[config.mk]
export PLATFORM = sky130hd
export DESIGN_NAME = sgc_top
export DESIGN_NICKNAME = d
export VERILOG_FILES = /design/src/shared/sgc_pkg.sv /design/src/hdl/sgc_top.sv
export SDC_FILE = /design/constraint.sdc
export NUM_CORES = 1
export LEC_CHECK = 0
export BUFFER_PORTS_ARGS = -buffer_cell sky130_fd_sc_hd__buf_2
export CELL_PAD_IN_SITES_DETAIL_PLACEMENT = 1
export CELL_PAD_IN_SITES_GLOBAL_PLACEMENT = 1
export CORE_UTILIZATION = 47
export DETAILED_ROUTE_END_ITERATION = 8
export HOLD_SLACK_MARGIN = 0.08
export PLACE_DENSITY_LB_ADDON = 0.1
export SLEW_MARGIN = 20
export SYNTH_ARGS = -nofsm -noshare
export SYNTH_HDL_FRONTEND = slang
export SYNTH_SLANG_ARGS = --single-unit
[constraint.sdc]
create_clock -name clk_sys -period 2.7 [get_ports clk_sys]
set_input_delay 0.54 -clock clk_sys [delete_from_list [all_inputs] [get_ports clk_sys]]
set_output_delay 0.54 -clock clk_sys [all_outputs]
set_load 0.005 [all_outputs]
[src/shared/sgc_pkg.sv]
// Package for the system address decoder and global control bank.
// Assumes one system clock and a simple single-cycle bus master request port.
package sgc_pkg;

   // Decoded regions, one-hot
   typedef enum logic [23:0] {
      SEL_NONE  = 24'h000000,
      SEL_FLASH = 24'h000001,
      SEL_SRAM  = 24'h000002,
      SEL_GCR   = 24'h000004,
      SEL_CLK   = 24'h000008,
      SEL_INTM  = 24'h000010,
      SEL_GPIO  = 24'h000020,
      SEL_FMC   = 24'h000040,
      SEL_EBIC  = 24'h000080,
      SEL_EBI   = 24'h000100,
      SEL_WDOG  = 24'h000200,
      SEL_TMR01 = 24'h000400,
      SEL_TWI   = 24'h000800,
      SEL_SPI0  = 24'h001000,
      SEL_SPI1  = 24'h002000,
      SEL_PWMA  = 24'h004000,
      SEL_UART0 = 24'h008000,
      SEL_ADC   = 24'h010000,
      SEL_TMR23 = 24'h020000,
      SEL_PWMB  = 24'h040000,
      SEL_UART1 = 24'h080000,
      SEL_TICK  = 24'h100000,
      SEL_EIC   = 24'h200000,
      SEL_SCB   = 24'h400000
   } sgc_sel_e;

   typedef struct packed {
      logic [31:0] lo;
      logic [31:0] hi;
      sgc_sel_e    sel;
   } sgc_region_s;

   localparam int NUM_REGIONS = 23;
   localparam sgc_region_s REGION_MAP [NUM_REGIONS] = '{
      '{32'h0000_0000, 32'h0000_FFFF, SEL_FLASH},
      '{32'h2000_0000, 32'h2000_0FFF, SEL_SRAM},
      '{32'h5000_0000, 32'h5000_01FF, SEL_GCR},
      '{32'h5000_0200, 32'h5000_02FF, SEL_CLK},
      '{32'h5000_0300, 32'h5000_03FF, SEL_INTM},
      '{32'h5000_4000, 32'h5000_7FFF, SEL_GPIO},
      '{32'h5000_C000, 32'h5000_FFFF, SEL_FMC},
      '{32'h5001_0000, 32'h5001_3FFF, SEL_EBIC},
      '{32'h6000_0000, 32'h6001_FFFF, SEL_EBI},
      '{32'h4000_4000, 32'h4000_7FFF, SEL_WDOG},
      '{32'h4001_0000, 32'h4001_3FFF, SEL_TMR01},
      '{32'h4002_0000, 32'h4002_3FFF, SEL_TWI},
      '{32'h4003_0000, 32'h4003_3FFF, SEL_SPI0},
      '{32'h4003_4000, 32'h4003_7FFF, SEL_SPI1},
      '{32'h4004_0000, 32'h4004_3FFF, SEL_PWMA},
      '{32'h4005_0000, 32'h4005_3FFF, SEL_UART0},
      '{32'h400E_0000, 32'h400E_FFFF, SEL_ADC},
      '{32'h4011_0000, 32'h4011_3FFF, SEL_TMR23},
      '{32'h4014_0000, 32'h4014_3FFF, SEL_PWMB},
      '{32'h4015_0000, 32'h4015_3FFF, SEL_UART1},
      '{32'hE000_E010, 32'hE000_E0FF, SEL_TICK},
      '{32'hE000_E100, 32'hE000_ECFF, SEL_EIC},
      '{32'hE000_ED00, 32'hE000_ED8F, SEL_SCB}
   };

   // Global control register offsets within its window
   localparam logic [8:0] OFS_PART_IDENTITY   = 9'h000;
   localparam logic [8:0] OFS_RESET_ORIGIN    = 9'h004;
   localparam logic [8:0] OFS_CORE_RESET      = 9'h008;
   localparam logic [8:0] OFS_MODULE_RESET    = 9'h00C;
   localparam logic [8:0] OFS_SUPPLY_DROOP    = 9'h018;
   localparam logic [8:0] OFS_POWERUP_RESET   = 9'h024;
   localparam logic [8:0] OFS_PORT0_FUNC      = 9'h030;
   localparam logic [8:0] OFS_PORT1_FUNC      = 9'h034;
   localparam logic [8:0] OFS_PORT2_FUNC      = 9'h038;
   localparam logic [8:0] OFS_PORT3_FUNC      = 9'h03C;
   localparam logic [8:0] OFS_PORT4_INPUT     = 9'h040;
   localparam logic [8:0] OFS_WRITE_LOCK      = 9'h100;

   // Reset values and writable masks
   localparam logic [31:0] RST_PORT4_INPUT    = 32'h0000_00C0;
   localparam logic [31:0] MASK_RESET_ORIGIN  = 32'h0000_00BF;
   localparam logic [31:0] MASK_CORE_RESET    = 32'h0000_000B;
   localparam logic [31:0] MASK_MODULE_RESET  = 32'h1033_313E;
   localparam logic [31:0] MASK_BYTE          = 32'h0000_00FF;

   // Core reset control bit positions
   localparam int BIT_CHIP_RESET = 0;
   localparam int BIT_CPU_RESET  = 1;

   // Reset-origin flag bit positions
   localparam int FLAG_POWERUP  = 0;
   localparam int FLAG_PIN      = 1;
   localparam int FLAG_WATCHDOG = 2;
   localparam int FLAG_LOWVOLT  = 3;
   localparam int FLAG_DROOP    = 4;
   localparam int FLAG_SYSREQ   = 5;
   localparam int FLAG_CPU      = 7;

   // Unlock sequence bytes
   localparam logic [7:0] UNLOCK_KEY0 = 8'h59;
   localparam logic [7:0] UNLOCK_KEY1 = 8'h16;
   localparam logic [7:0] UNLOCK_KEY2 = 8'h88;

   // One-shot reset pulse length in cycles
   localparam logic [1:0] ONESHOT_CYCLES = 2'h2;

   // Request carried from the bus master
   typedef struct packed {
      logic        valid;
      logic        write;
      logic [31:0] addr;
      logic [31:0] wdata;
   } sgc_req_s;

   // Answer back to the bus master
   typedef struct packed {
      logic        ready;
      logic        error;
      logic [31:0] rdata;
   } sgc_rsp_s;

endpackage : sgc_pkg

[src/hdl/sgc_top.sv]
// System address decoder and global control register bank.
// Assumes a master that holds one request for one cycle and takes the answer on the next.
// Contract
// RL1: Flash window 0x0000_0000 to 0x0000_FFFF decoded
// RL2: SRAM 4 KB window decoded
// RL3: Global, clock, interrupt-mux windows on high-speed bus
// RL4: Port controller and flash controller windows decoded
// RL5: External bus control and device space decoded
// RL6: Watchdog, timer 0/1, two-wire windows decoded
// RL7: Serial interface 0 and 1 decoded
// RL8: Modulator group A and serial port 0
// RL9: Converter 64 KB and timer 2/3 windows
// RL10: Modulator group B and serial port 1
// RL11: Tick timer, interrupt controller, control block
// RL12: Little-endian byte order only
// RL13: Identity register returns fixed part code
// RL14: Every reset cause latched as readable flag
// RL15: Protected bits writable only after unlock sequence
// RL16: Flags clear only by writing one
// RL17: One-shot reset bits self-clear after two cycles
// RL18: Module reset held until software clears
// RL19: Unmapped accesses error and change nothing
// RL20: Reserved bits read zero, ignore writes
module sgc_top #(
   parameter logic [31:0] PART_CODE = 32'h0000_A5A5 // Arbitrary value
) (
   // Clock and reset
   input  wire logic             clk_sys,
   input  wire logic             arst_n,
   // Bus master request and answer
   input  wire sgc_pkg::sgc_req_s busReq,
   output sgc_pkg::sgc_rsp_s      busRsp,
   output sgc_pkg::sgc_sel_e      regionSel,
   // Reset cause events, one-cycle pulses
   input  wire logic             evPowerup,
   input  wire logic             evPin,
   input  wire logic             evWatchdog,
   input  wire logic             evLowVolt,
   input  wire logic             evDroop,
   input  wire logic             evSysReq,
   // Reset controls out
   output logic                  chipReset,
   output logic                  cpuReset,
   output logic [31:0]           moduleReset,
   // Configuration outputs
   output logic [31:0]           supplyDroopCfg,
   output logic [31:0]           powerupResetCfg,
   output logic [31:0]           portFuncSel [5],
   output logic                  unlocked
);
   import sgc_pkg::*;

   sgc_sel_e    decSel;
   logic [8:0]  gcrOfs;
   logic        gcrHit;
   logic        regKnown;
   logic        wrEn;
   logic [31:0] rdVal;
   logic [31:0] coreReset_r;
   logic [31:0] resetOrigin_r;
   logic [1:0]  unlockStep_r;
   logic [1:0]  oneshotCnt_r;
   logic        unlocked_r;
   logic [31:0] portFunc_r [5];

   // Linear search; windows never overlap, so order does not matter [RL1] [RL2] [RL3] [RL4] [RL5]
   always_comb begin // [RL6] [RL7] [RL8] [RL9] [RL10] [RL11]
      decSel = SEL_NONE;
      for (int i = 0; i < NUM_REGIONS; i++) begin
         if (busReq.addr >= REGION_MAP[i].lo && busReq.addr <= REGION_MAP[i].hi) begin
            decSel = REGION_MAP[i].sel;
         end
      end
   end

   assign gcrOfs = busReq.addr[8:0];
   assign gcrHit = busReq.valid && (decSel == SEL_GCR);

   always_comb begin
      regKnown = 1'b1;
      rdVal    = 32'h0000_0000;
      unique case (gcrOfs)
         OFS_PART_IDENTITY: rdVal = PART_CODE; // [RL13]
         OFS_RESET_ORIGIN:  rdVal = resetOrigin_r & MASK_RESET_ORIGIN; // [RL20]
         OFS_CORE_RESET:    rdVal = coreReset_r & MASK_CORE_RESET;
         OFS_MODULE_RESET:  rdVal = moduleReset & MASK_MODULE_RESET;
         OFS_SUPPLY_DROOP:  rdVal = supplyDroopCfg & MASK_BYTE;
         OFS_POWERUP_RESET: rdVal = powerupResetCfg;
         OFS_PORT0_FUNC:    rdVal = portFunc_r[0];
         OFS_PORT1_FUNC:    rdVal = portFunc_r[1];
         OFS_PORT2_FUNC:    rdVal = portFunc_r[2];
         OFS_PORT3_FUNC:    rdVal = portFunc_r[3];
         OFS_PORT4_INPUT:   rdVal = portFunc_r[4];
         OFS_WRITE_LOCK:    rdVal = {31'h0000_0000, unlocked_r};
         default:           regKnown = 1'b0;
      endcase
   end

   // Unknown offsets inside the global window also error, writes dropped [RL19]
   assign wrEn = gcrHit && busReq.write && regKnown;

   // Answer registered one cycle after request; data is little-endian word [RL12]
   always_ff @(posedge clk_sys or negedge arst_n) begin
      if (!arst_n) begin
         busRsp    <= '0;
         regionSel <= SEL_NONE;
      end else begin
         busRsp.ready <= busReq.valid;
         busRsp.error <= busReq.valid && ((decSel == SEL_NONE) || (gcrHit && !regKnown)); // [RL19]
         busRsp.rdata <= (gcrHit && !busReq.write) ? rdVal : 32'h0000_0000;
         regionSel    <= busReq.valid ? decSel : SEL_NONE;
      end
   end

   // Unlock walks 59h,16h,88h; any other write restarts, any write when open relocks [RL15]
   always_ff @(posedge clk_sys or negedge arst_n) begin
      if (!arst_n) begin
         unlockStep_r <= 2'h0;
         unlocked_r   <= 1'b0;
      end else if (wrEn && gcrOfs == OFS_WRITE_LOCK) begin
         if (unlocked_r) begin
            unlocked_r   <= 1'b0;
            unlockStep_r <= 2'h0;
         end else if (unlockStep_r == 2'h0 && busReq.wdata[7:0] == UNLOCK_KEY0) begin
            unlockStep_r <= 2'h1;
         end else if (unlockStep_r == 2'h1 && busReq.wdata[7:0] == UNLOCK_KEY1) begin
            unlockStep_r <= 2'h2;
         end else if (unlockStep_r == 2'h2 && busReq.wdata[7:0] == UNLOCK_KEY2) begin
            unlockStep_r <= 2'h0;
            unlocked_r   <= 1'b1;
         end else begin
            unlockStep_r <= 2'h0;
         end
      end
   end

   // Core reset: protected, one-shot bits drop after two cycles [RL15] [RL17]
   always_ff @(posedge clk_sys or negedge arst_n) begin
      if (!arst_n) begin
         coreReset_r  <= 32'h0000_0000;
         oneshotCnt_r <= 2'h0;
      end else if (wrEn && gcrOfs == OFS_CORE_RESET && unlocked_r) begin
         coreReset_r  <= busReq.wdata & MASK_CORE_RESET; // [RL20]
         oneshotCnt_r <= 2'h0;
      end else if (coreReset_r[BIT_CHIP_RESET] || coreReset_r[BIT_CPU_RESET]) begin
         if (oneshotCnt_r == ONESHOT_CYCLES - 2'h1) begin
            coreReset_r[BIT_CHIP_RESET] <= 1'b0; // [RL17]
            coreReset_r[BIT_CPU_RESET]  <= 1'b0;
            oneshotCnt_r                <= 2'h0;
         end else begin
            oneshotCnt_r <= oneshotCnt_r + 2'h1;
         end
      end
   end

   // Module resets hold until software writes zero [RL18]
   always_ff @(posedge clk_sys or negedge arst_n) begin
      if (!arst_n) begin
         moduleReset <= 32'h0000_0000;
      end else if (wrEn && gcrOfs == OFS_MODULE_RESET) begin
         moduleReset <= busReq.wdata & MASK_MODULE_RESET; // [RL20]
      end
   end

   // Sticky flags: event set beats a same-cycle write-one clear [RL14] [RL16]
   always_ff @(posedge clk_sys or negedge arst_n) begin
      if (!arst_n) begin
         resetOrigin_r <= 32'h0000_0000;
      end else begin
         resetOrigin_r <= ((wrEn && gcrOfs == OFS_RESET_ORIGIN)
                           ? (resetOrigin_r & ~busReq.wdata) : resetOrigin_r)
                          & MASK_RESET_ORIGIN;
         if (evPowerup || coreReset_r[BIT_CHIP_RESET]) resetOrigin_r[FLAG_POWERUP] <= 1'b1; // [RL14]
         if (evPin)      resetOrigin_r[FLAG_PIN]      <= 1'b1;
         if (evWatchdog) resetOrigin_r[FLAG_WATCHDOG] <= 1'b1;
         if (evLowVolt)  resetOrigin_r[FLAG_LOWVOLT]  <= 1'b1;
         if (evDroop)    resetOrigin_r[FLAG_DROOP]    <= 1'b1;
         if (evSysReq)   resetOrigin_r[FLAG_SYSREQ]   <= 1'b1;
         if (coreReset_r[BIT_CPU_RESET]) resetOrigin_r[FLAG_CPU] <= 1'b1;
      end
   end

   // Droop and power-up controls are protected; field layout left open [RL15]
   always_ff @(posedge clk_sys or negedge arst_n) begin
      if (!arst_n) begin
         supplyDroopCfg  <= 32'h0000_0000;
         powerupResetCfg <= 32'h0000_0000;
      end else if (wrEn && unlocked_r) begin
         if (gcrOfs == OFS_SUPPLY_DROOP)  supplyDroopCfg  <= busReq.wdata & MASK_BYTE;
         if (gcrOfs == OFS_POWERUP_RESET) powerupResetCfg <= busReq.wdata;
      end
   end

   // Pin function selects, unprotected
   always_ff @(posedge clk_sys or negedge arst_n) begin
      if (!arst_n) begin
         for (int p = 0; p < 4; p++) portFunc_r[p] <= 32'h0000_0000;
         portFunc_r[4] <= RST_PORT4_INPUT;
      end else if (wrEn) begin
         for (int p = 0; p < 5; p++) begin
            if (gcrOfs == OFS_PORT0_FUNC + 9'(4 * p)) portFunc_r[p] <= busReq.wdata;
         end
      end
   end

   always_ff @(posedge clk_sys or negedge arst_n) begin
      if (!arst_n) begin
         chipReset <= 1'b0;
         cpuReset  <= 1'b0;
         unlocked  <= 1'b0;
         for (int p = 0; p < 5; p++) portFuncSel[p] <= 32'h0000_0000;
      end else begin
         chipReset <= coreReset_r[BIT_CHIP_RESET];
         cpuReset  <= coreReset_r[BIT_CPU_RESET];
         unlocked  <= unlocked_r;
         for (int p = 0; p < 5; p++) portFuncSel[p] <= portFunc_r[p];
      end
   end

   // Assertions
   unmapped_error_a: assert property (@(posedge clk_sys) disable iff (!arst_n) // [RL19]
      (busReq.valid && decSel == SEL_NONE) |=> (busRsp.ready && busRsp.error))
      else $error("unmapped access not errored");
   identity_read_a: assert property (@(posedge clk_sys) disable iff (!arst_n) // [RL13]
      (gcrHit && !busReq.write && gcrOfs == OFS_PART_IDENTITY) |=> (busRsp.rdata == PART_CODE))
      else $error("identity read wrong");
   oneshot_clear_a: assert property (@(posedge clk_sys) disable iff (!arst_n) // [RL17]
      ($rose(coreReset_r[BIT_CPU_RESET]) && !wrEn) |=> coreReset_r[BIT_CPU_RESET] ##1 !coreReset_r[BIT_CPU_RESET])
      else $error("one-shot did not clear in two cycles");
   // Only checked with the one-shots idle, so their self-clear cannot look like a write
   locked_write_a: assert property (@(posedge clk_sys) disable iff (!arst_n) // [RL15]
      (wrEn && !unlocked_r && gcrOfs == OFS_CORE_RESET && !coreReset_r[BIT_CHIP_RESET]
         && !coreReset_r[BIT_CPU_RESET]) |=> $stable(coreReset_r))
      else $error("locked write took effect");
   droop_locked_a: assert property (@(posedge clk_sys) disable iff (!arst_n) // [RL15]
      (wrEn && !unlocked_r && gcrOfs == OFS_SUPPLY_DROOP) |=> $stable(supplyDroopCfg))
      else $error("locked droop write took effect");
   chip_oneshot_a: assert property (@(posedge clk_sys) disable iff (!arst_n) // [RL17]
      ($rose(coreReset_r[BIT_CHIP_RESET]) && !wrEn) |=> coreReset_r[BIT_CHIP_RESET] ##1 !coreReset_r[BIT_CHIP_RESET])
      else $error("chip one-shot did not clear in two cycles");
   unmapped_quiet_a: assert property (@(posedge clk_sys) disable iff (!arst_n) // [RL19]
      (busReq.valid && busReq.write && decSel == SEL_NONE) |=> ($stable(moduleReset) && $stable(portFunc_r[0])))
      else $error("unmapped write changed a register");
   flag_sticky_a: assert property (@(posedge clk_sys) disable iff (!arst_n) // [RL16]
      (resetOrigin_r[FLAG_WATCHDOG] && !(wrEn && gcrOfs == OFS_RESET_ORIGIN && busReq.wdata[FLAG_WATCHDOG]))
         |=> resetOrigin_r[FLAG_WATCHDOG])
      else $error("flag lost without write-one");
   flag_set_a: assert property (@(posedge clk_sys) disable iff (!arst_n) // [RL14]
      evDroop |=> resetOrigin_r[FLAG_DROOP])
      else $error("droop cause not recorded");
   module_hold_a: assert property (@(posedge clk_sys) disable iff (!arst_n) // [RL18]
      (moduleReset[BIT_CPU_RESET] && !(wrEn && gcrOfs == OFS_MODULE_RESET)) |=> moduleReset[BIT_CPU_RESET])
      else $error("module reset released on its own");
   reserved_zero_a: assert property (@(posedge clk_sys) disable iff (!arst_n) // [RL20]
      (moduleReset & ~MASK_MODULE_RESET) == 32'h0000_0000)
      else $error("reserved bit set");
   flash_decode_a: assert property (@(posedge clk_sys) disable iff (!arst_n) // [RL1]
      (busReq.valid && busReq.addr <= 32'h0000_FFFF) |=> (regionSel == SEL_FLASH))
      else $error("flash not selected");
   // Window checks written from the address map itself, not from the decode table
   sram_decode_a: assert property (@(posedge clk_sys) disable iff (!arst_n) // [RL2]
      (busReq.valid && busReq.addr >= 32'h2000_0000 && busReq.addr <= 32'h2000_0FFF) |=> (regionSel == SEL_SRAM))
      else $error("sram not selected");
   global_decode_a: assert property (@(posedge clk_sys) disable iff (!arst_n) // [RL3]
      (busReq.valid && busReq.addr >= 32'h5000_0000 && busReq.addr <= 32'h5000_01FF) |=> (regionSel == SEL_GCR))
      else $error("global control not selected");
   flashctl_decode_a: assert property (@(posedge clk_sys) disable iff (!arst_n) // [RL4]
      (busReq.valid && busReq.addr >= 32'h5000_C000 && busReq.addr <= 32'h5000_FFFF) |=> (regionSel == SEL_FMC))
      else $error("flash controller not selected");
   extspace_decode_a: assert property (@(posedge clk_sys) disable iff (!arst_n) // [RL5]
      (busReq.valid && busReq.addr >= 32'h6000_0000 && busReq.addr <= 32'h6001_FFFF) |=> (regionSel == SEL_EBI))
      else $error("external space not selected");
   watchdog_decode_a: assert property (@(posedge clk_sys) disable iff (!arst_n) // [RL6]
      (busReq.valid && busReq.addr >= 32'h4000_4000 && busReq.addr <= 32'h4000_7FFF) |=> (regionSel == SEL_WDOG))
      else $error("watchdog not selected");
   serial1_decode_a: assert property (@(posedge clk_sys) disable iff (!arst_n) // [RL7]
      (busReq.valid && busReq.addr >= 32'h4003_4000 && busReq.addr <= 32'h4003_7FFF) |=> (regionSel == SEL_SPI1))
      else $error("serial interface 1 not selected");
   port0_decode_a: assert property (@(posedge clk_sys) disable iff (!arst_n) // [RL8]
      (busReq.valid && busReq.addr >= 32'h4005_0000 && busReq.addr <= 32'h4005_3FFF) |=> (regionSel == SEL_UART0))
      else $error("serial port 0 not selected");
   converter_decode_a: assert property (@(posedge clk_sys) disable iff (!arst_n) // [RL9]
      (busReq.valid && busReq.addr >= 32'h400E_0000 && busReq.addr <= 32'h400E_FFFF) |=> (regionSel == SEL_ADC))
      else $error("converter not selected");
   port1_decode_a: assert property (@(posedge clk_sys) disable iff (!arst_n) // [RL10]
      (busReq.valid && busReq.addr >= 32'h4015_0000 && busReq.addr <= 32'h4015_3FFF) |=> (regionSel == SEL_UART1))
      else $error("serial port 1 not selected");
   ctlblock_decode_a: assert property (@(posedge clk_sys) disable iff (!arst_n) // [RL11]
      (busReq.valid && busReq.addr >= 32'hE000_ED00 && busReq.addr <= 32'hE000_ED8F) |=> (regionSel == SEL_SCB))
      else $error("control block not selected");

endmodule : sgc_top

After elaboration in Yosys (flattened, before gate mapping):

Index checks and enable logic that the tools add are counted.

* register bits after elaboration: 449
* input port bits: 74
* word-level logic and storage cells: 211

* add/sub/neg operators: 1
* $lt $le $gt $ge: 46
* equality and inequality tests: 18
* muxes and demuxes: 48
* bitwise gates (word level): 2
* reduce and logical (&&, ||, !) cells: 64

Operators with widths (count)
* 32-bit by 31-bit >= comparator with 1-bit output, second input constant: 18
* 32-bit by 31-bit <= comparator with 1-bit output, second input constant: 18
* 32-bit one-hot mux with 12 select lines: 1
* 24-bit two-way mux: 7
* 32-bit >= comparator, second input constant: 3
* 32-bit <= comparator, second input constant: 3
* 9-bit by 6-bit equality test with 1-bit output, second input constant: 5
* 1-bit logical AND: 38
* 32-bit by 1-bit >= comparator with 1-bit output, second input constant: 1
* 32-bit by 30-bit >= comparator with 1-bit output, second input constant: 1
* 32-bit by 16-bit <= comparator with 1-bit output, second input constant: 1
* 32-bit by 30-bit <= comparator with 1-bit output, second input constant: 1
* 32-bit two-way mux: 1
* 24-bit by 3-bit equality test with 1-bit output, second input constant: 1
* 24-bit zero test: 1
* 2-bit two-way mux: 10
* 9-bit by 4-bit equality test with 1-bit output, second input constant: 2
* 2-bit nonzero test: 9
* 17-bit two-way mux: 1
* 16-bit two-way mux: 1
* 8-bit two-way mux: 2
* 2-bit AND reduction: 8
* 15-bit two-way mux: 1
* 14-bit two-way mux: 1
* 28 further kinds: 44

Depth between registers and ports, before layout:

Gate-level depths: netlist of the first run.

* depth in word-level cells: 33
* gate-level depth with buffers: 8
* depth with buffers taken out: 5

Worst setup path before layout of the first run:

No wires, ideal clock.

* path type: input port to flip-flop
* from: in busReq[46] in the netlist's numbering
* to: reg moduleReset[12]
* setup time: 0.125 ns
* arrival time: 2.465 ns
* data required time: 2.575 ns
* setup slack: 0.110 ns
* stages on the path: 7
* buffers on the path: 2
* path through: buf_2 -> or4_4 -> nor4b_2 -> nand4_1 -> nor3_2 -> buf_4 -> mux2_2

* word-level cells in the longest chain between the ends: 30

Ends and longest elaborated chain
* start, declared: line sgc_top.sv:31 `input wire sgc_pkg::sgc_req_s busReq,`
* 32-bit by 1-bit >= comparator with 1-bit output / 32-bit by 16-bit <= comparator with 1-bit output (equally long branches): line sgc_top.sv:70 `if (busReq.addr >= REGION_MAP[i].lo && busReq.addr <= REGION_MAP[i].hi) begin`
* 1-bit logical AND: line sgc_top.sv:70
* 1-bit two-way mux: line sgc_top.sv:70
* 2-bit two-way mux: line sgc_top.sv:70
* 3-bit two-way mux: line sgc_top.sv:70
* 4-bit two-way mux: line sgc_top.sv:70
* 5-bit two-way mux: line sgc_top.sv:70
* 6-bit two-way mux: line sgc_top.sv:70
* (+9 left out)
* 16-bit two-way mux: line sgc_top.sv:70
* 17-bit two-way mux: line sgc_top.sv:70
* 24-bit two-way mux (5 in a row): line sgc_top.sv:70
* 24-bit two-way mux (*): line sgc_top.sv:70
* 24-bit by 3-bit equality test with 1-bit output (*): line sgc_top.sv:77 `assign gcrHit = busReq.valid && (decSel == SEL_GCR);`
* 1-bit logical AND (*): line sgc_top.sv:77
* 1-bit logical AND (*) (2 in a row): line sgc_top.sv:100 `assign wrEn = gcrHit && busReq.write && regKnown;`
* 1-bit logical AND (*): line sgc_top.sv:160 `end else if (wrEn && gcrOfs == OFS_MODULE_RESET) begin`
* end signal, assigned: line sgc_top.sv:161 `moduleReset <= busReq.wdata & MASK_MODULE_RESET;`
* end, declared: line sgc_top.sv:44 `output logic [31:0] moduleReset,`

Every way passes the cells marked *; elsewhere a longest branch is shown, timed or not.
A chain may end at the register's enable or synchronous reset.

Worst setup path in the final report of the first run:

* from: in busReq[46] in the netlist's numbering
* to: reg moduleReset[5]

The elaborated chain is that of the path after synthesis.

==> results of run 1 <==
## Yosys cell counts (4+ instances only)
cell type	instances	area, sq um
mux2_1	126	1420
nand2_2	4	25.0
and3_1	4	25.0
clkbuf_1	29	109
nand2_1	20	75.1
nor3_1	23	115
inv_1	12	45.0
mux2i_1	13	130
a31oi_1	19	119
a222oi_1	15	150
o21ai_0	5	25.0
a22oi_1	50	375
nand4_1	5	31.3
nor4b_1	6	52.6
mux2_2	90	1010
a21o_1	7	52.6
a21oi_1	24	120
or4_1	4	30.0
a221oi_1	11	96.3
nand3_1	25	125
nor2_1	31	116
or3_1	5	31.3
nor3_2	6	60.1
buf_2	15	75.1
buf_4	55	413
dfrtp_1	446	11200
nor4_1	10	62.6
a22o_1	5	43.8
## metal layers
| layer | up-vias | track usage | wire length, microns |
|---|---|---|---|
| li1 | 4867 | - | - |
| met1 | 6064 | 0.398 | 22200 |
| met2 | 414 | 0.455 | 24500 |
| met3 | 82 | 0.0552 | 3170 |
| met4 | 0 | 0.0938 | 1410 |
| met5 | - | 0 | 0 |
## logic make-up after synthesis
kind of cell | count (synthesis) | synth area share
DFF | 448 | 0.670
muxes | 232 | 0.157
and+or+nand+nor | 176 | 0.0619
AOI/OAI and AO/OA | 157 | 0.0691
buffers and inverters | 117 | 0.0411
other | 1 | 0.000224
## layout make-up
type	instances	area, sq um	share of cell area
Tap cell	455	569	0.0271
Multi-Input combinational cell	609	5040	0.239
Clock inverter	21	210	0.00999
Sequential cell	448	11200	0.533
Inverter	12	45.0	0.00214
Clock buffer	63	1350	0.0640
Timing Repair Buffer	425	2610	0.124
## flip-flops by register name, indices dropped and copies added, names as in the netlist, 2 cells and up
signal,flops
unlockStep_r,2
busRsp,34
regionSel,23
portFuncSel,160
supplyDroopCfg,8
powerupResetCfg,32
resetOrigin_r,7
oneshotCnt_r,2
coreReset_r,3
moduleReset,13
portFunc_r,160
## power groups by stage
stage	clock network (W)	logic (W)	registers, W
floorplan	0	0.000154	0.00684
global placement	0	0.000444	0.00684
detailed placement	0	0.000452	0.00684
CTS	0.00659	0.000458	0.00671
global route	0.00683	0.000504	0.00671
finish	0.00647	0.000453	0.00672
## critical path, stage by stage
cell	delay [ps]
buf_2	130
or4_4	560
nor4b_2	300
nand4_1	320
nor3_2	330
buf_12	190
mux2_2	340
## final timing paths
path	from	end	slack [ps]	cells after the start
max in group asynchronous	arst_n	portFunc_r[34]$_DFFE_PN0P_	1250	4
worst min-delay path	evLowVolt	resetOrigin_r[3]$_DFFE_PN0P_	180	2
worst min register to register	portFunc_r[115]$_DFFE_PN0P_	portFuncSel[115]$_DFF_PN0_	400	0
worst max-delay path	busReq[46]	moduleReset[5]$_DFFE_PN0P_	410	7
min in group asynchronous	arst_n	regionSel[15]$_DFF_PN0_	520	2
worst max register to register	unlocked_r$_DFFE_PN0P_	unlockStep_r[0]$_DFFE_PN0P_	900	4
## repair_timing
item / in CTS / in global routing
hold endpoints to repair: 45 / 0
hold buffers: 1 / 0
resized for setup: 0 / 0
## stage by stage
stage | power, W | setup slack (ps) | hold slack (ps) | util
2_1_floorplan | 0.00700 | 110 | 244 | -
3_3_place_gp | 0.00728 | -59.4 | 375 | 0.559
3_5_place_dp | 0.00729 | -126 | 383 | 0.559
4_1_cts | 0.0138 | 440 | 162 | 0.604
5_1_grt | 0.0140 | 309 | 171 | 0.604
6_report | 0.0136 | 411 | 182 | 0.604
==> results.json, run 1 <==
{
  "antenna_left": 0,
  "async_flop_share": 1.00,
  "final-max-slew-violation-count": 0,
  "ys_ff_latch": 448,
  "rsz0062_at_grt": "no",
  "sw_frac_of_total": 0.220,
  "post_synth.cell_area_avg_sq_um": 14.8,
  "placed_area_sq_mm": 0.0195,
  "tightest_slew_ps": 582,
  "syn2layout_area_growth_pct": 25.8,
  "synth-edff-count": 0,
  "cts_inserted_buffers": 46,
  "mostFrequentLayoutCell": "dfrtp_1",
  "std_cell_rows": 68,
  "yosys_warnings": 0,
  "fillers": 3432,
  "core_area_sq_mm": 0.0348,
  "grt-ovfl-total": 0,
  "power_switching_w": 0.00300,
  "die_h_microns": 191,
  "worstHoldPathType": "in -> reg",
  "end_kind": "flip-flop",
  "firstDrtPassIters": 5,
  "fin_crit_sh": 0.848,
  "drt_iter0_drc": 603,
  "vias_per_cell": 5.62,
  "arrival_ps": 2720,
  "clkPwrFrac": 0.474,
  "outcome": "complete, no violations",
  "drv_cap": 0,
  "place_congestion": 0.887,
  "cts_buffer_depth": 3,
  "synth_cell_types": 65,
  "postCtsSetupBuffers": 0,
  "portBuffers": 346,
  "ys_seq_area_frac": 0.670,
  "setup_viol": 0,
  "critPathLaunchType": "primary input",
  "seqPwrFrac": 0.492,
  "cts.clk_slew.worst_paths_ps": 60,
  "tns_ps": 0,
  "wl_per_cell_microns": 25.2,
  "dp_cells": 1948,
  "htree_levels": 2,
  "cts_sinks": 448,
  "maxSlewHeadroom": 0.611,
  "final_cell_mix": "dfrtp_1 (446), buf_2 (345), mux2_1 (126)",
  "grt_pass1_wl_mm": 77.1,
  "die_x_microns": 191,
  "drc": 0,
  "drive_above_1_share": 0.397,
  "crit_type": "in -> reg",
  "leakagePower_nw": 11.3,
  "power.density_mw_per_mm2": 648,
  "drt_wl_total_mm": 51.3,
  "path_max_fanout": 12,
  "clock-root-buffer": "clkbuf_16",
  "grt_start_max_net_pins": 65,
  "final_area_sq_mm": 0.0210,
  "tritoncts": "done",
  "layout.nets": 1616,
  "period_minus_slack_ps": 2290,
  "syn_inst": 1131,
  "clkLatencyLatePin_ps": 560,
  "antenna_found_initial": 0,
  "netlist_area_sq_mm": 0.0167,
  "grtUsageTotal": 0.287,
  "instances_no_fill": 2033,
  "dp_hpwl_mm": 33.6,
  "ir_worst_vdd_mv": 0.543,
  "p_int_w": 0.0106,
  "diodes": 0,
  "hold_violations": 0,
  "crit_required_ps": 3130,
  "ys.flop_type": "dfrtp_1",
  "grt_pass1_vias": 12124,
  "io_pins": 391,
  "start_util": 0.481,
  "dieArea_sq_mm": 0.0363,
  "fmax_ghz": 0.437,
  "power_frac_comb": 0.033,
  "fin_skew_ps": 12.5,
  "num_vias": 11427
}
No activity file was read; power rests on OpenSTA's default activity.
==> run 2: changes to the inputs <==
Settings changed: ABC_AREA from default to 1, CORE_UTILIZATION 47 to 37.
Clock period 2.7 ns to 2 ns, I/O delays scaled along.
==> run 2 against run 1 <==
Compared with the run above: critical path depth up 7; critical endpoint is now portFunc_r[8]$_DFFE_PN0P_; flip-flop and latch count unchanged; synthesized area up 3.0%; critical path type unchanged; register-to-register slack worse by 330 ps; clock skew down 0.56 ps; wire length up 14%; combinational power up 78%; largest cell class unchanged; via count up 23%.
==> results.json, run 2 <==
{
  "dieArea_sq_mm": 0.0474,
  "clkPwrFrac": 0.464,
  "portBuffers": 346,
  "synthAdderAreaFrac": 0,
  "sw_frac_of_total": 0.225,
  "critPathLaunchType": "primary input",
  "synth-edff-count": 0,
  "cpPeakStageDelay_ps": 210,
  "multi_input_area_sq_mm": 0.00519,
  "drc": 0,
  "tritoncts": "done",
  "async_flop_share": 1.00,
  "postCtsSetupBuffers": 0,
  "syn_inst": 1653,
  "ys_top_cells_by_area": "dfrtp_1 (65%), nand2_1 (8.9%), o21ai_1 (5.3%), buf_4 (2.2%), nor2_1 (2.2%)",
  "outcome": "complete, no violations",
  "grtUsageTotal": 0.252,
  "grt_busiest_layer": "met2",
  "seqPwrFrac": 0.492,
  "antenna_left": 0,
  "yosys_warnings": 0,
  "period_minus_slack_ps": 1830,
  "cpMaxStageDelayCell": "nor2_2",
  "fmax_ghz": 0.546,
  "wl_per_cell_microns": 20.8,
  "grt-ovfl-total": 0,
  "tns_ps": 0,
  "dp_hpwl_mm": 41.7,
  "cts.clk_slew.worst_paths_ps": 60,
  "grt_pass1_wl_mm": 90.0,
  "synthSimpleGateAreaFrac": 0.159,
  "netlist_area_sq_mm": 0.0172,
  "muxShareOfSynthArea": 0,
  "htree_levels": 2,
  "power_frac_comb": 0.044,
  "clock-root-buffer": "clkbuf_16",
  "io_pins": 391,
  "grt_use_met3": 0.0389,
  "mostFrequentLayoutCell": "dfrtp_1",
  "synth_top_area_share": 0.648,
  "hold-worst-slack_ps": 126,
  "fin_crit_sh": 0.916,
  "grt_pass1_vias": 14710,
  "leakagePower_nw": 12.0,
  "tightest_slew_ps": 556,
  "post_cts_resized": 0,
  "drt_wl_total_mm": 58.6,
  "post-synth-top-count-cell": "dfrtp_1",
  "end_kind": "flip-flop",
  "die_h_microns": 218,
  "post_synth.cell_area_avg_sq_um": 10.4,
  "place_congestion": 0.829,
  "yosysTopAreaCell": "dfrtp_1",
  "hold_violations": 0,
  "seq_area_sq_mm": 0.0112,
  "cts_inserted_buffers": 47,
  "synth_cell_types": 41,
  "post-route-util": 0.497,
  "maxSlewHeadroom": 0.629,
  "rsz0062_at_grt": "no",
  "num_vias": 14070,
  "path_cells": "buf_2, nor2_2, nand3_1, buf_4, nor2_1, nor3_1, nand3_2, nand3_4, inv_2, buf_4, nand2_4, buf_12, nand2_1, o21ai_1",
  "grt_util_met1": 0.355,
  "final_cell_mix": "dfrtp_1 (446), nand2_1 (401), buf_2 (345)",
  "fillers": 5155,
  "crit_type": "in -> reg",
  "synth_xor_area_frac": 0,
  "power_switching_w": 0.00416,
  "path_max_fanout": 32,
  "synth_top_family_by_area": "simple AND/OR/NAND/NOR gates",
  "synth-compound-area-share": 0.127,
  "final-max-slew-violation-count": 0,
  "ir_worst_vdd_mv": 0.549,
  "cts_sinks": 448,
  "cts_buffer_depth": 3,
  "p_int_w": 0.0143,
  "clkLatencyLatePin_ps": 580,
  "ys.flop_type": "dfrtp_1",
  "grt.met2_usage": 0.406,
  "antenna_found_initial": 2,
  "cts_hold_buf": 8,
  "grt_start_max_net_pins": 68,
  "ys_seq_area_frac": 0.651,
  "core_area_sq_mm": 0.0457,
  "yosys-top-cells-count": "dfrtp_1 (446), nand2_1 (407), o21ai_1 (183)",
  "reg.largest.list": "portFuncSel (160), portFunc_r (160), busRsp (34)",
  "drv_cap": 0,
  "vias_per_cell": 4.99,
  "worstHoldPathType": "in -> reg",
  "power.density_mw_per_mm2": 812,
  "syn2layout_area_growth_pct": 31.9,
  "drive_above_1_share": 0.312,
  "crit_top_cell": "buf_4",
  "ys_ff_latch": 448,
  "drt_iter0_drc": 883,
  "die_x_microns": 218,
  "arrival_ps": 2280,
  "fin_skew_ps": 11.9,
  "std_cell_rows": 78,
  "layout.nets": 2256,
  "firstDrtPassIters": 5,
  "setup_viol": 0,
  "crit_required_ps": 2450,
  "start_util": 0.377
}
run 2: cell count changes in the layout (fill, tap and decap cells not counted), sizes merged, moves of 20 or more:
| cell | previous run | this run |
|---|---|---|
| buf | 424 | 540 |
| nand4 | 6 | 26 |
| o21ai | 5 | 224 |
| a22o | 5 | 34 |
| nand2 | 24 | 415 |
| nand3 | 26 | 52 |
| a22oi | 50 | 14 |
| mux2 | 216 | 0 |
| nor2 | 32 | 112 |
| inv | 15 | 101 |
run 2: per-stage QoR:
stage	worst slack, ps	power [W]	cell area [sq um]	cells
floorplan	-19.0	0.00955	17500	1696
global placement	-352	0.0100	21100	2725
detailed placement	-407	0.0101	21100	2725
CTS	191	0.0187	22700	2817
global route	29.8	0.0191	22700	2817
finish	169	0.0184	22700	2819
run 2: path summary, 6_finish.rpt:
| path | startpoint | end | slack [ps] | depth (start not counted) |
|---|---|---|---|---|
| setup / recovery | busReq[33] | portFunc_r[8]$_DFFE_PN0P_ | 170 | 14 |
| hold / removal | busReq[43] | regionSel[4]$_DFF_PN0_ | 130 | 4 |
| setup reg to reg | coreReset_r[1]$_DFFE_PN0P_ | busRsp[1]$_DFF_PN0_ | 570 | 5 |
| hold reg to reg | portFunc_r[122]$_DFFE_PN0P_ | portFuncSel[122]$_DFF_PN0_ | 400 | 0 |
| max in group asynchronous | arst_n | portFuncSel[64]$_DFF_PN0_ | 880 | 3 |
| min in group asynchronous | arst_n | portFuncSel[3]$_DFF_PN0_ | 350 | 2 |
run 2: worst max-delay path, delay by kind of cell:
kind                   cells  cell delay, ps
AOI/OAI and AO/OA          1              70
buffers and inverters      5             780
and+or+nand+nor            8            1010
run 2: cell families after synthesis:
| logic type | count (synthesis) |
|---|---|
| AOI/OAI and AO/OA | 353 |
| and+or+nand+nor | 637 |
| other | 1 |
| DFF | 448 |
| buffers and inverters | 214 |
run 2: final cells by class:
type	instances	share of cell area
Multi-Input combinational cell	1034	0.229
Clock inverter	12	0.00463
Inverter	103	0.0173
Sequential cell	448	0.494
Timing Repair Buffer	548	0.161
Antenna cell	2	0.000220
Clock buffer	72	0.0617
Tap cell	600	0.0330
run 2: per-layer routing:
metal  share of wire  vias up
met5               0        -
met4           0.023        0
met3           0.052       87
met2            0.47      404
met1            0.45     7081
li1                -     6498
run 2: power groups by stage:
stage / registers [W] / logic (W) / clock network, W
after floorplan: 0.00925 / 0.000303 / 0
after global placement: 0.00924 / 0.000794 / 0
after detailed placement: 0.00924 / 0.000808 / 0
after CTS: 0.00908 / 0.000823 / 0.00877
after global routing: 0.00907 / 0.000912 / 0.00910
final: 0.00908 / 0.000805 / 0.00855
==> run 3: changes to the inputs <==
Settings changed: CORE_MARGIN from default to 2.
==> run 3 against run 2 <==
Compared with the run above: cell count unchanged; via count about the same; wire length about the same; sequential share of layout area down 0.31 points; combinational power up 0.9%; count of clock-buffer cells in the layout down 4; sequential power about the same; non-clock buffer count down 1; critical path type unchanged.
==> results.json, run 3 (synthesis gave the netlist of run 2 again) <==
{
  "path_buf_inv": 5,
  "tritoncts": "done",
  "startpoint": "busReq[34]",
  "instances_no_fill": 2819,
  "cts.clk_slew.worst_paths_ps": 60,
  "wl_per_cell_microns": 20.8,
  "hold_violations": 0,
  "reg.largest.list": "portFuncSel (160), portFunc_r (160), busRsp (34)",
  "die_x_microns": 220,
  "diodes": 0,
  "grt-ovfl-total": 0,
  "worstHoldStart": "busReq[43]",
  "grt_start_max_net_pins": 59,
  "final_area_sq_mm": 0.0229,
  "cts_inserted_buffers": 47,
  "path_cells": "buf_2, buf_4, nand2_1, nor2_1, nand2_1, nand2_1, nor3_1, nand3_2, nand3_4, inv_2, buf_12, nand2_4, buf_12, nand2_1, o21ai_1",
  "htree_levels": 2,
  "final_cell_mix": "dfrtp_1 (446), nand2_1 (401), buf_2 (345)",
  "num_vias": 14071,
  "place_congestion": 0.871,
  "antenna_found_initial": 1,
  "placed_area_sq_mm": 0.0212,
  "crit_family": "simple AND/OR/NAND/NOR gates",
  "mostFrequentLayoutCell": "dfrtp_1",
  "worstReg2RegStart": "coreReset_r[1]$_DFFE_PN0P_",
  "grt_pass1_wl_mm": 89.6,
  "clock-root-buffer": "clkbuf_16",
  "layout.nets": 2255,
  "maxSlewHeadroom": 0.634,
  "setup_viol": 0,
  "final-max-slew-violation-count": 0,
  "critPathLaunchType": "primary input",
  "grt_pass1_vias": 14860,
  "ir_worst_vdd_mv": 0.540,
  "drt_iter0_drc": 938,
  "dp_hpwl_mm": 42.7,
  "cts_sinks": 448,
  "leakagePower_nw": 12.1,
  "start_util": 0.372,
  "cts_buffer_depth": 3,
  "crit_top_cell": "nand2_1",
  "fillers": 5256,
  "firstDrtPassIters": 5,
  "crit_type": "in -> reg",
  "dp_cells": 2731,
  "period_minus_slack_ps": 1760,
  "drv_cap": 0,
  "vias_per_cell": 4.99,
  "syn2layout_area_growth_pct": 32.7,
  "outcome": "complete, no violations",
  "dieArea_sq_mm": 0.0483,
  "io_pins": 391,
  "rsz0062_at_grt": "no",
  "hold-worst-slack_ps": 121,
  "crit_required_ps": 2500,
  "fin_skew_ps": 15.3,
  "post_cts_resized": 0,
  "fmax_ghz": 0.569,
  "drt_wl_total_mm": 58.6,
  "worstHoldPathType": "in -> reg",
  "cpMaxStageDelayCell": "nor3_1",
  "drive_above_1_share": 0.311,
  "clkLatencyLatePin_ps": 590,
  "std_cell_rows": 79,
  "antenna_left": 0,
  "power.density_mw_per_mm2": 827,
  "arrival_ps": 2260,
  "end_kind": "flip-flop",
  "drc": 0,
  "die_h_microns": 220,
  "cpPeakStageDelay_ps": 270,
  "tightest_slew_ps": 548,
  "grtUsageTotal": 0.246,
  "path_max_fanout": 26,
  "core_area_sq_mm": 0.0463,
  "fin_crit_sh": 0.879,
  "portBuffers": 346
}
-- run 3: worst paths after layout --
kind	end	depth (start not counted)	slack [ps]
min in group asynchronous	powerupResetCfg[10]$_DFFE_PN0P_	2	330
min reg2reg	portFuncSel[46]$_DFF_PN0_	0	400
max reg2reg	busRsp[1]$_DFF_PN0_	5	500
min	regionSel[4]$_DFF_PN0_	4	120
max	portFunc_r[94]$_DFFE_PN0P_	15	240
max in group asynchronous	portFunc_r[72]$_DFFE_PN0P_	3	950
-- run 3: area by class of cell --
type / instances / area [sq um] / share of cell area
Tap cell: 607 / 759 / 0.0332
Clock buffer: 68 / 1380 / 0.0603
Timing Repair Buffer: 547 / 3720 / 0.163
Inverter: 103 / 393 / 0.0172
Multi-Input combinational cell: 1034 / 5190 / 0.227
Sequential cell: 448 / 11200 / 0.491
Clock inverter: 12 / 203 / 0.00887
-- run 3: worst reg2reg max path, cell delays in order (launching register included) --
cell and delay, ps:
dfrtp_1 440, inv_1 160, nor3_1 80, a221oi_1 390, buf_4 190, a31oi_1 90
-- run 3: power breakdown --
part	leakage [nW]	internal [W]	switching [W]
sequential	6.20	0.00908	0.00000457
combinational	5.08	0.000263	0.000549
clock	0.774	0.00541	0.00360
-- run 3: repair_timing --
| action | in CTS | in global routing |
|---|---|---|
| endpoints found under the setup margin | 0 | 0 |
| buffers inserted | 0 | 0 |
| hold endpoints to repair | 50 | 0 |
| hold buffers | 8 | 0 |
-- run 3: through the flow --
step	total power, W	setup slack [ps]	util	TNS [ps]
2_1_floorplan	0.00955	-19.0	-	-436
3_3_place_gp	0.0100	-249	0.458	-45620
3_5_place_dp	0.0101	-320	0.458	-65500
4_1_cts	0.0191	286	0.494	0
5_1_grt	0.0196	101	0.494	0
6_report	0.0189	243	0.494	0
-- run 3: routing by layer --
| layer | up-vias | global-route usage | share of wire |
|---|---|---|---|
| met3 | 96 | 0.0399 | 0.046 |
| li1 | 6483 | - | - |
| met5 | - | 0 | 0.00019 |
| met2 | 341 | 0.399 | 0.48 |
| met1 | 7149 | 0.341 | 0.45 |
| met4 | 2 | 0.0691 | 0.027 |
